File: src/logic/hmc_pkg.sv
/*
 * Holds the shared constants of the homing control and status block:
 * object indices, control and status bit positions, homing method codes,
 * homing progress states and the three-bit progress codes.
 * Assumes nothing of its surroundings; every other file but the synchroniser uses it by scope.
 */
package hmc_pkg;

	////////////////////////////////////////////////////////////////////////
	// Object indices of the two words
	localparam logic [15:0] CTRL_INDEX = 16'h6040; // Control word
	localparam logic [15:0] STAT_INDEX = 16'h6041; // Status word

	////////////////////////////////////////////////////////////////////////
	// Control word bit positions
	localparam int CB_HOME_START = 4; // Homing start, acts on 0 to 1
	localparam int CB_HALT = 8; // Halt request
	localparam int CB_FAULT_RESET = 7; // Passed to the drive state machine
	localparam int CB_LOW_TOP = 3; // Bits 3..0 go to the state machine

	////////////////////////////////////////////////////////////////////////
	// Status word bit positions
	localparam int SB_TORQUE_LIMIT = 15;
	localparam int SB_HOME_ERROR = 13;
	localparam int SB_HOME_ATTAINED = 12;
	localparam int SB_INT_LIMIT = 11;
	localparam int SB_TARGET_REACHED = 10;
	localparam int SB_REMOTE = 9;
	localparam int SB_WARNING = 7;
	localparam int SB_DRIVE_TOP = 6; // Bits 6..0 come from the state machine

	////////////////////////////////////////////////////////////////////////
	// Reset values
	localparam logic [15:0] CTRL_RESET = 16'h0000;

	////////////////////////////////////////////////////////////////////////
	// Homing method codes, signed 8-bit
	localparam logic [7:0] METH_LS_NEG = 8'h11; // 17
	localparam logic [7:0] METH_LS_POS = 8'h12; // 18
	localparam logic [7:0] METH_HS_POS = 8'h18; // 24
	localparam logic [7:0] METH_HS_NEG = 8'h1c; // 28
	localparam logic [7:0] METH_PRESET_A = 8'h23; // 35
	localparam logic [7:0] METH_PRESET_B = 8'h25; // 37
	localparam logic [7:0] METH_VENDOR = 8'hff; // -1

	////////////////////////////////////////////////////////////////////////
	// Homing progress states
	typedef enum logic [1:0] {
		HM_IDLE = 2'b00, // Not started or interrupted
		HM_RUN = 2'b01, // Sequence executing
		HM_DONE = 2'b10, // Finished successfully
		HM_ALARM = 2'b11 // Aborted by an alarm
	} hmc_state_t;

	// Progress codes in the order bit13, bit12, bit10
	localparam logic [2:0] CODE_RUN = 3'h0;
	localparam logic [2:0] CODE_IDLE = 3'h1;
	localparam logic [2:0] CODE_DONE = 3'h3;
	localparam logic [2:0] CODE_ALARM = 3'h5;

endpackage

File: src/logic/hmc_sync2.sv
/*
 * Two-stage synchroniser for the five asynchronous pin inputs.
 * Assumes the pins are quasi-static levels; no pulse shorter than one
 * clock period is guaranteed to be seen.
 */
`timescale 1ns/1ns
module hmc_sync2 (
	input wire logic clk_sys_i,
	input wire logic reset_i,
	input wire logic [4:0] async_i,
	output logic [4:0] sync_o
);

	// First stage, read only by the second stage
	logic [4:0] meta;

	////////////////////////////////////////////////////////////////////////
	// Both stages clear on reset so nothing downstream sees X
	always_ff @(posedge clk_sys_i) begin
		if (reset_i) begin
			meta <= 5'h00;
			sync_o <= 5'h00;
		end else begin
			meta <= async_i;
			sync_o <= meta;
		end
	end

endmodule

File: src/logic/hmc_homing_ctrl.sv
/*
 * Homing part of the motion control word and motion status word.
 * Holds the control word, runs the homing progress machine and builds
 * the status word. Assumes the fieldbus side and the drive core run on
 * clk_sys_i; the stop, travel limit and motion block pins are asynchronous.
 */
// Notes on behaviour
// - Halt bit one stops motion, else allowed
// - Homing starts only on bit 4 rising
// - Bit 4 falling mid-homing decelerates to stop
// - Start ignored when busy, halted, stopped, disabled
// - Bit 15 shows torque limit reached
// - Bit 11 shows any internal limit active
// - Bit 9 set after initialisation completes
// - Bit 7 follows warning, clears by itself
// - Running homing reports code 000
// - Idle or interrupted homing reports code 001
// - Successful homing reports code 011
// - Alarm-aborted homing reports code 101
// - Homing completion presets position to offset
// - Accept methods 17,18,24,28,35,37,-1 only
`timescale 1ns/1ns
module hmc_homing_ctrl (
	input wire logic clk_sys_i,
	input wire logic reset_i,
	input wire logic obj_wr_i, // Object write strobe
	input wire logic [15:0] obj_index_i, // Object index
	input wire logic [15:0] obj_wdata_i, // Object write data
	output logic [15:0] obj_rdata_o, // Object read data
	output logic [15:0] status_word_o, // Motion status word
	input wire logic stop_pin_i, // Stop input pin
	input wire logic [1:0] travel_limit_sensors_i, // Limit sensor pins
	input wire logic [1:0] motion_block_inputs_i, // Block input pins
	input wire logic soft_limit_i, // Software limit active
	input wire logic mech_limit_i, // Mechanical limit active
	input wire logic torque_limit_flag_i, // Torque at upper limit
	input wire logic warning_i, // Warning cause present
	input wire logic init_done_i, // Initialisation complete
	input wire logic op_enabled_i, // State machine is operation enabled
	input wire logic excited_i, // Motor excited
	input wire logic motion_busy_i, // Any motion in progress
	input wire logic home_found_i, // Profile reports home reached
	input wire logic alarm_i, // Alarm present
	input wire logic [6:0] drive_status_i, // State machine status bits
	input wire logic [7:0] homing_method_i, // Homing method object
	input wire logic [31:0] home_offset_i, // Home offset object
	output logic [4:0] drive_ctrl_o, // Bits 7,3..0 for the state machine
	output logic halt_stop_o, // Stop motion per halt option
	output logic home_start_o, // Start homing profile, pulse
	output logic home_decel_o, // Decelerate to stop, pulse
	output logic preset_strobe_o, // Position preset, pulse
	output logic [31:0] preset_value_o // Value for the preset
);

	////////////////////////////////////////////////////////////////////////
	// Declarations
	logic [15:0] ctrl_word; // motion_control_word
	logic [4:0] pins_sync; // Synchronised pin levels
	logic start_prev; // Bit 4 of the previous cycle
	hmc_pkg::hmc_state_t state; // Homing progress
	hmc_pkg::hmc_state_t next_state;
	logic start_rise; // Bit 4 went 0 to 1
	logic start_fall; // Bit 4 went 1 to 0
	logic start_blocked; // Any reason to refuse a start
	logic stop_pin; // Synchronised stop pin
	logic any_limit; // Any internal limit active

	////////////////////////////////////////////////////////////////////////
	// Method decode used for acceptance and for preset-only methods
	function automatic logic method_ok(input logic [7:0] m);
		method_ok = (m == hmc_pkg::METH_LS_NEG) || (m == hmc_pkg::METH_LS_POS) ||
			(m == hmc_pkg::METH_HS_POS) || (m == hmc_pkg::METH_HS_NEG) ||
			(m == hmc_pkg::METH_PRESET_A) || (m == hmc_pkg::METH_PRESET_B) ||
			(m == hmc_pkg::METH_VENDOR);
	endfunction

	function automatic logic method_preset(input logic [7:0] m);
		method_preset = (m == hmc_pkg::METH_PRESET_A) || (m == hmc_pkg::METH_PRESET_B);
	endfunction

	// Progress code per state; only the four legal codes exist here
	function automatic logic [2:0] state_code(input hmc_pkg::hmc_state_t s);
		case (s)
			hmc_pkg::HM_RUN: state_code = hmc_pkg::CODE_RUN;
			hmc_pkg::HM_DONE: state_code = hmc_pkg::CODE_DONE;
			hmc_pkg::HM_ALARM: state_code = hmc_pkg::CODE_ALARM;
			default: state_code = hmc_pkg::CODE_IDLE;
		endcase
	endfunction

	////////////////////////////////////////////////////////////////////////
	// Pin synchroniser: stop, two limit sensors, two block inputs
	hmc_sync2 u_sync (
		.clk_sys_i(clk_sys_i),
		.reset_i(reset_i),
		.async_i({stop_pin_i, travel_limit_sensors_i, motion_block_inputs_i}),
		.sync_o(pins_sync)
	);

	assign stop_pin = pins_sync[4];
	assign any_limit = (|pins_sync[3:0]) | soft_limit_i | mech_limit_i;

	////////////////////////////////////////////////////////////////////////
	// Control word storage; the master writes it whole
	always_ff @(posedge clk_sys_i) begin
		if (reset_i) begin
			ctrl_word <= hmc_pkg::CTRL_RESET;
		end else if (obj_wr_i && (obj_index_i == hmc_pkg::CTRL_INDEX)) begin
			ctrl_word <= obj_wdata_i;
		end
	end

	// Previous start bit, for edge detection
	always_ff @(posedge clk_sys_i) begin
		if (reset_i) begin
			start_prev <= 1'b0;
		end else begin
			start_prev <= ctrl_word[hmc_pkg::CB_HOME_START];
		end
	end

	// Only an edge starts; a bit left at 1 does nothing further
	assign start_rise = ctrl_word[hmc_pkg::CB_HOME_START] & ~start_prev;
	assign start_fall = ~ctrl_word[hmc_pkg::CB_HOME_START] & start_prev;

	// Refusal is silent: the code simply stays as it was
	assign start_blocked = motion_busy_i | ctrl_word[hmc_pkg::CB_HALT] | stop_pin |
		~op_enabled_i | ~excited_i | ~method_ok(homing_method_i);

	////////////////////////////////////////////////////////////////////////
	// Homing progress machine, next state
	always_comb begin
		next_state = state;
		case (state)
			hmc_pkg::HM_RUN: begin
				if (alarm_i) begin
					next_state = hmc_pkg::HM_ALARM;
				end else if (start_fall || ctrl_word[hmc_pkg::CB_HALT]) begin
					next_state = hmc_pkg::HM_IDLE;
				end else if (home_found_i) begin
					next_state = hmc_pkg::HM_DONE;
				end
			end
			hmc_pkg::HM_IDLE, hmc_pkg::HM_DONE, hmc_pkg::HM_ALARM: begin
				if (start_rise && !start_blocked) begin
					// Preset-only methods finish at once without motion
					if (method_preset(homing_method_i)) begin
						next_state = hmc_pkg::HM_DONE;
					end else begin
						next_state = hmc_pkg::HM_RUN;
					end
				end
			end
			default: next_state = hmc_pkg::HM_IDLE;
		endcase
	end

	// State register
	always_ff @(posedge clk_sys_i) begin
		if (reset_i) begin
			state <= hmc_pkg::HM_IDLE;
		end else begin
			state <= next_state;
		end
	end

	////////////////////////////////////////////////////////////////////////
	// Motion commands to the profile generator, one-cycle pulses
	always_ff @(posedge clk_sys_i) begin
		if (reset_i) begin
			home_start_o <= 1'b0;
			home_decel_o <= 1'b0;
		end else begin
			home_start_o <= (state != hmc_pkg::HM_RUN) && (next_state == hmc_pkg::HM_RUN);
			home_decel_o <= (state == hmc_pkg::HM_RUN) && !alarm_i && start_fall;
		end
	end

	// Halt level follows the control bit; the core applies the halt option
	always_ff @(posedge clk_sys_i) begin
		if (reset_i) begin
			halt_stop_o <= 1'b0;
		end else begin
			halt_stop_o <= ctrl_word[hmc_pkg::CB_HALT];
		end
	end

	// Position preset on completion, whether by motion or by preset method
	always_ff @(posedge clk_sys_i) begin
		if (reset_i) begin
			preset_strobe_o <= 1'b0;
			preset_value_o <= 32'h0000_0000;
		end else begin
			// A preset method started from done must preset again, not be swallowed
			preset_strobe_o <= (next_state == hmc_pkg::HM_DONE) &&
				((state == hmc_pkg::HM_RUN) || (start_rise && !start_blocked));
			preset_value_o <= home_offset_i;
		end
	end

	// Bits owned by the drive state machine are only passed along
	always_ff @(posedge clk_sys_i) begin
		if (reset_i) begin
			drive_ctrl_o <= 5'h00;
		end else begin
			drive_ctrl_o <= {ctrl_word[hmc_pkg::CB_FAULT_RESET],
				ctrl_word[hmc_pkg::CB_LOW_TOP:0]};
		end
	end

	////////////////////////////////////////////////////////////////////////
	// Status word assembly; one cycle behind its sources
	always_ff @(posedge clk_sys_i) begin
		if (reset_i) begin
			status_word_o <= {5'h00, hmc_pkg::CODE_IDLE[0], 10'h000};
		end else begin
			status_word_o <= 16'h0000;
			status_word_o[hmc_pkg::SB_TORQUE_LIMIT] <= torque_limit_flag_i;
			{status_word_o[hmc_pkg::SB_HOME_ERROR], status_word_o[hmc_pkg::SB_HOME_ATTAINED],
				status_word_o[hmc_pkg::SB_TARGET_REACHED]} <= state_code(state);
			status_word_o[hmc_pkg::SB_INT_LIMIT] <= any_limit;
			status_word_o[hmc_pkg::SB_REMOTE] <= init_done_i;
			status_word_o[hmc_pkg::SB_WARNING] <= warning_i;
			status_word_o[hmc_pkg::SB_DRIVE_TOP:0] <= drive_status_i;
		end
	end

	// Read port: selected word, zero for any other index
	always_ff @(posedge clk_sys_i) begin
		if (reset_i) begin
			obj_rdata_o <= 16'h0000;
		end else if (obj_index_i == hmc_pkg::CTRL_INDEX) begin
			obj_rdata_o <= ctrl_word;
		end else if (obj_index_i == hmc_pkg::STAT_INDEX) begin
			obj_rdata_o <= status_word_o;
		end else begin
			obj_rdata_o <= 16'h0000;
		end
	end
endmodule

File: config.mk
export PLATFORM = sky130hd
export DESIGN_NAME = hmc_homing_ctrl
export DESIGN_NICKNAME = d
export VERILOG_FILES = /design/src/logic/hmc_pkg.sv /design/src/logic/hmc_sync2.sv /design/src/logic/hmc_homing_ctrl.sv
export SDC_FILE = /design/constraint.sdc
export NUM_CORES = 1
export LEC_CHECK = 0
export BUFFER_PORTS_ARGS = -buffer_cell sky130_fd_sc_hd__buf_2
export CELL_PAD_IN_SITES_DETAIL_PLACEMENT = 1
export CELL_PAD_IN_SITES_GLOBAL_PLACEMENT = 2
export CORE_ASPECT_RATIO = 1.2
export CORE_MARGIN = 2
export CORE_UTILIZATION = 26
export DETAILED_ROUTE_END_ITERATION = 16
export MAX_ROUTING_LAYER = met4
export PLACE_DENSITY_LB_ADDON = 0.2
export REMOVE_ABC_BUFFERS = 1
export SLEW_MARGIN = 20
export SYNTH_ARGS = -nofsm -noshare
export SYNTH_HDL_FRONTEND = slang
export SYNTH_SLANG_ARGS = --single-unit
File: constraint.sdc
create_clock -name clk_sys_i -period 1.9 [get_ports clk_sys_i]
set_clock_uncertainty 0.05 [all_clocks]
set_input_delay 0 -clock clk_sys_i [delete_from_list [all_inputs] [get_ports clk_sys_i]]
set_output_delay 0 -clock clk_sys_i [all_outputs]
set_load 0.05 [all_outputs]
# Yosys cells after proc, flatten, opt, wreduce, memory -nomap -nowiden
# Index checks and enable logic that the tools add are counted.
# totals
ff_bits	102
wordCells	72
# classes
n_eq_ne	15
muxes	9
bitwise_logic	14
reduce_logical	20
# ops
cell	n
16-bit by 15-bit equality test with 1-bit output, second input constant	2
8-bit by 5-bit equality test with 1-bit output, second input constant	4
16-bit 2-to-1 mux	2
8-bit by 6-bit equality test with 1-bit output, second input constant	2
2-bit 2-to-1 mux	5
1-bit logical OR	9
3-bit case mux with 3 select lines	1
8-bit equality test, second input constant	1
1-bit bitwise OR	7
2-bit equality test, second input constant	3
1-bit logical AND	6
1-bit inverter	5
2-bit by 1-bit equality test with 1-bit output, second input constant	2
2-bit case mux with 2 select lines	1
4-bit OR reduction	1
3-bit OR reduction	1
1-bit AND	2
1-bit zero test	2
2-bit zero test	1
2-bit by 1-bit != test with 1-bit output, second input constant	1

# Logic depth before layout (Yosys ltp)
# depth
word_depth	15
depth_mapped	7
mapped_depth_nobuf	5

# Modules after synthesis
# From an unflattened synthesis, not the netlist that was laid out.
# hier_totals
cells_unflattened	292
area_unflattened_um2	3286.9
# modules_own_cells
mod	n_inst	cells_per_inst	area_per_inst_um2	seq_area_each_um2
hmc_homing_ctrl	1	272	3024.2	1801.7
hmc_sync2	1	20	262.8	200.2

# Worst setup path before layout
# No wires, ideal clock.
# synth_path
kind	reg-to-reg
startpoint	register ctrl_word[4]
endpoint	register state[0]
setup_time_ps	78
arrival_ps	1435
slack_ps	338
stages_incl_launch_ff	6
n_path_buf	0
cell_sequence	dfxtp_1 or3b_4 nor4_4 nor2_2 or3_1 nor3_1
# synth_via
elab_chain_cells	6
# synth_lines
item	line_no	rtl
from (decl)	hmc_homing_ctrl.sv:57	logic [15:0] ctrl_word;
from (signal assigned)	hmc_homing_ctrl.sv:107	ctrl_word <= hmc_pkg::CTRL_RESET;
from (signal assigned)	hmc_homing_ctrl.sv:109	ctrl_word <= obj_wdata_i;
1-bit inverter	hmc_homing_ctrl.sv:124	assign start_fall = ~ctrl_word[hmc_pkg::CB_HOME_START] & start_prev;
1-bit AND	hmc_homing_ctrl.sv:124	
1-bit logical OR	hmc_homing_ctrl.sv:138	end else if (start_fall || ctrl_word[hmc_pkg::CB_HALT]) begin
2-bit 2-to-1 mux	hmc_homing_ctrl.sv:138	
2-bit 2-to-1 mux	hmc_homing_ctrl.sv:136	if (alarm_i) begin
2-bit case mux with 2 select lines *	hmc_homing_ctrl.sv:134	case (state)
to (signal assigned)	hmc_homing_ctrl.sv:161	state <= hmc_pkg::HM_IDLE;
to (signal assigned)	hmc_homing_ctrl.sv:163	state <= next_state;
to (decl)	hmc_homing_ctrl.sv:60	hmc_pkg::hmc_state_t state;
# Every way passes the cells marked *; elsewhere a longest branch is shown, timed or not.
# A chain may end at the register's enable or synchronous reset.

# Worst setup path in the final report
# Same ends and word-level chain as after synthesis.

==> results.md <==
* Run status: complete, no violations
* Design Area, Final at 5210 um2
* Startpoint Class: register
* Via count at 2878
* Hold Crit Class: in2reg
* Worst setup margin at 176 ps
* GP Congestion at 0.721
* #FFs+latches synth at 100
* Die Y at 126 um
* Layout area overhead at 61.4%
* Num CTS Buffers at 9
* Vias in the first global route at 3108
* Vias per inst at 4.17
* Fin Hold WS at 18.5 ps
* Placed insts at 607
* Remaining DRCs at 0
* LEAKAGE at 2.38 nW
* Yosys warns at 0
* Cell Rows at 44
* CP Capture Type: register
* Share of the synthesized area in the top cell type at 62.0%
* Post-CTS Resized at 0
* Final net count at 621
* Pwr dens at 881 nW/um2
* Layout cells sized above 1 at 36.5%
* Post-DP HPWL at 5.91 mm
* Post-Syn Area at 3230 um2
* Setup CP Type: reg2reg
* Max cap viols at 0
* TritonCTS Sinks at 100
* Synth unique cells at 35
* Required time of the critical path at 2110 ps
* CTS tree: built
* F_max at 0.580 GHz
* Min cycle time layout at 1720 ps
* CP arrival at 1930 ps
* CTS max path bufs at 2
* PortBufs at 167
* CTS Root Buffer Type: clkbuf_16
* Tot Pwr at 4.59 mW
* Die area at 13300 um2
* Final setup vio count at 0
* Wire per inst at 12.9 um
* Die Wd at 106 um
* Max-slew violation count at 0
* Maximum fanout along the worst path at 5
* Mean Syn Cell Area at 11.1 um2
* Drt pass-1 iters at 4
* Diodes inserted at 0
* Max VDD drop at 0.471 mV
* Area leader, netlist: dfxtp_1
* Placement Setup Slack at 187 ps
* Final Hold Violating Endpoints at 0
* Setup bufs post-CTS at 0
* Seq/Total Area, Yosys at 62.0%
* DRT iter0 DRCs at 49
* Final Routed Wirelength at 8.91 mm
* Ports at 170
* Syn Inst Count at 291
* Period utilization at 90.8%
* Core Region at 12100 um2
* Largest cells by area after synthesis: dfxtp_1 (62%), nor2b_1 (11%), mux2i_1 (9.6%), nor2_1 (4.1%), nor3b_1 (1.4%)
* Largest net degree at the start of global routing at 66
* Clock latency on the worst-skew pair at 340 ps
* Initial Util at 26.7%
* TNS Setup at 0 ps
* Clock transition at path regs at 70 ps
* Fin cells at 690
* Gr usage total at 14.3%
* Antenna-violating nets left at 0
* H-tree depth at 3
* RSZ-0062 raised after global routing: no
* Initial antenna violation count at 0
* Post-CTS Hold Fix Bufs at 67
* Placed Area at 4240 um2
* Final Core Density at 43.0%
* First-pass GRT wire length at 14.7 mm
* Grt total ovfl at 0
## power breakdown
| group | switching (mW) | internal (mW) | leakage [nW] | total (mW) |
|---|---|---|---|---|
| registers | 0.0171 | 2.15 | 0.820 | 2.17 |
| clock network | 0.798 | 1.06 | 0.138 | 1.86 |
| logic | 0.315 | 0.244 | 1.42 | 0.559 |
## cells in the mapped netlist, drive strengths merged
cell type / number
a211oi: 1
a21oi: 4
and2: 1
and2b: 1
and3b: 1
buf: 8
clkbuf: 10
conb: 1
dfxtp: 100
inv: 3
mux2i: 31
nand2: 3
nand3: 3
nand3b: 1
nand4: 4
nand4b: 1
nor2: 36
nor2b: 59
nor3: 4
nor3b: 6
nor4: 2
nor4b: 3
o221a: 1
o22ai: 1
o311a: 1
o31a: 1
or2: 1
or3: 1
or3b: 1
xnor2: 1
## logic make-up (layout without fill, tap and decap cells)
group	after synthesis	count (layout)	share of synthesized area, %
AND/OR/NAND/NOR	128	128	22.9
flip-flops	100	100	62.0
multiplexers	31	31	9.61
buffers and inverters	21	258	3.10
AO/OA/AOI/OAI	9	9	1.98
other	1	2	0.116
XOR/XNOR	1	1	0.271
## layout make-up
cell class	instances	area [um2]
clock buffers	11	243
clock inverters	5	61.3
fillers	1397	6900
inverters	3	11.3
multi-input cells	171	1130
flip-flops and latches	100	2000
well taps	161	201
repair buffers	239	1560
## sequential cells by signal, summed over array words and instances (netlist names), 2 cells and up
register and count:
preset_value_o 32, state 2, ctrl_word 16, u_sync.sync_o 5, obj_rdata_o 16, u_sync.meta 5, drive_ctrl_o 5, status_word_o 14
## path summary, 6_finish.rpt
path | start | end | slack, ps | cells past startpoint
worst max-delay path | ctrl_word[4] | state[0] | 180 | 5
worst min-delay path | home_found_i | state[1] | 20 | 4
worst max register to register | ctrl_word[4] | state[0] | 180 | 5
worst min register to register | u_sync.meta[2] | u_sync.sync_o[2] | 390 | 1
## routing by layer
| layer | vias up | part of all wire (%) | GRT usage [%] | routed length, um |
|---|---|---|---|---|
| met3 | 11 | 6.8 | 2.95 | 605 |
| met2 | 123 | 48 | 23.8 | 4300 |
| li1 | 1412 | - | - | - |
| met5 | - | 0 | - | 0 |
| met1 | 1332 | 43 | 16.6 | 3840 |
| met4 | 0 | 1.9 | 6.50 | 167 |
## cells in the final DEF, fill, tap and decap left out, drive strengths merged, types with 2 or more instances in the layout
master | netlist | final
nor3 | 4 | 4
buf | 8 | 172
dlygate4sd3 | 0 | 67
nand4 | 4 | 4
nor3b | 6 | 6
conb | 1 | 2
nor2 | 36 | 36
nor4 | 2 | 2
clkbuf | 10 | 11
inv | 3 | 3
nand2 | 3 | 3
nor2b | 59 | 59
a21oi | 4 | 4
dfxtp | 100 | 100
nor4b | 3 | 3
clkinvlp | 0 | 3
mux2i | 31 | 31
nand3 | 3 | 3
## worst max-delay path: stages (launching register included)
cell     delay [ps]
dfxtp_1         390
or3b_4          410
nor4_4          240
nor2_2           60
or3_1           310
nor3_1          180
Note: power is estimated with default switching activity, not from simulation.
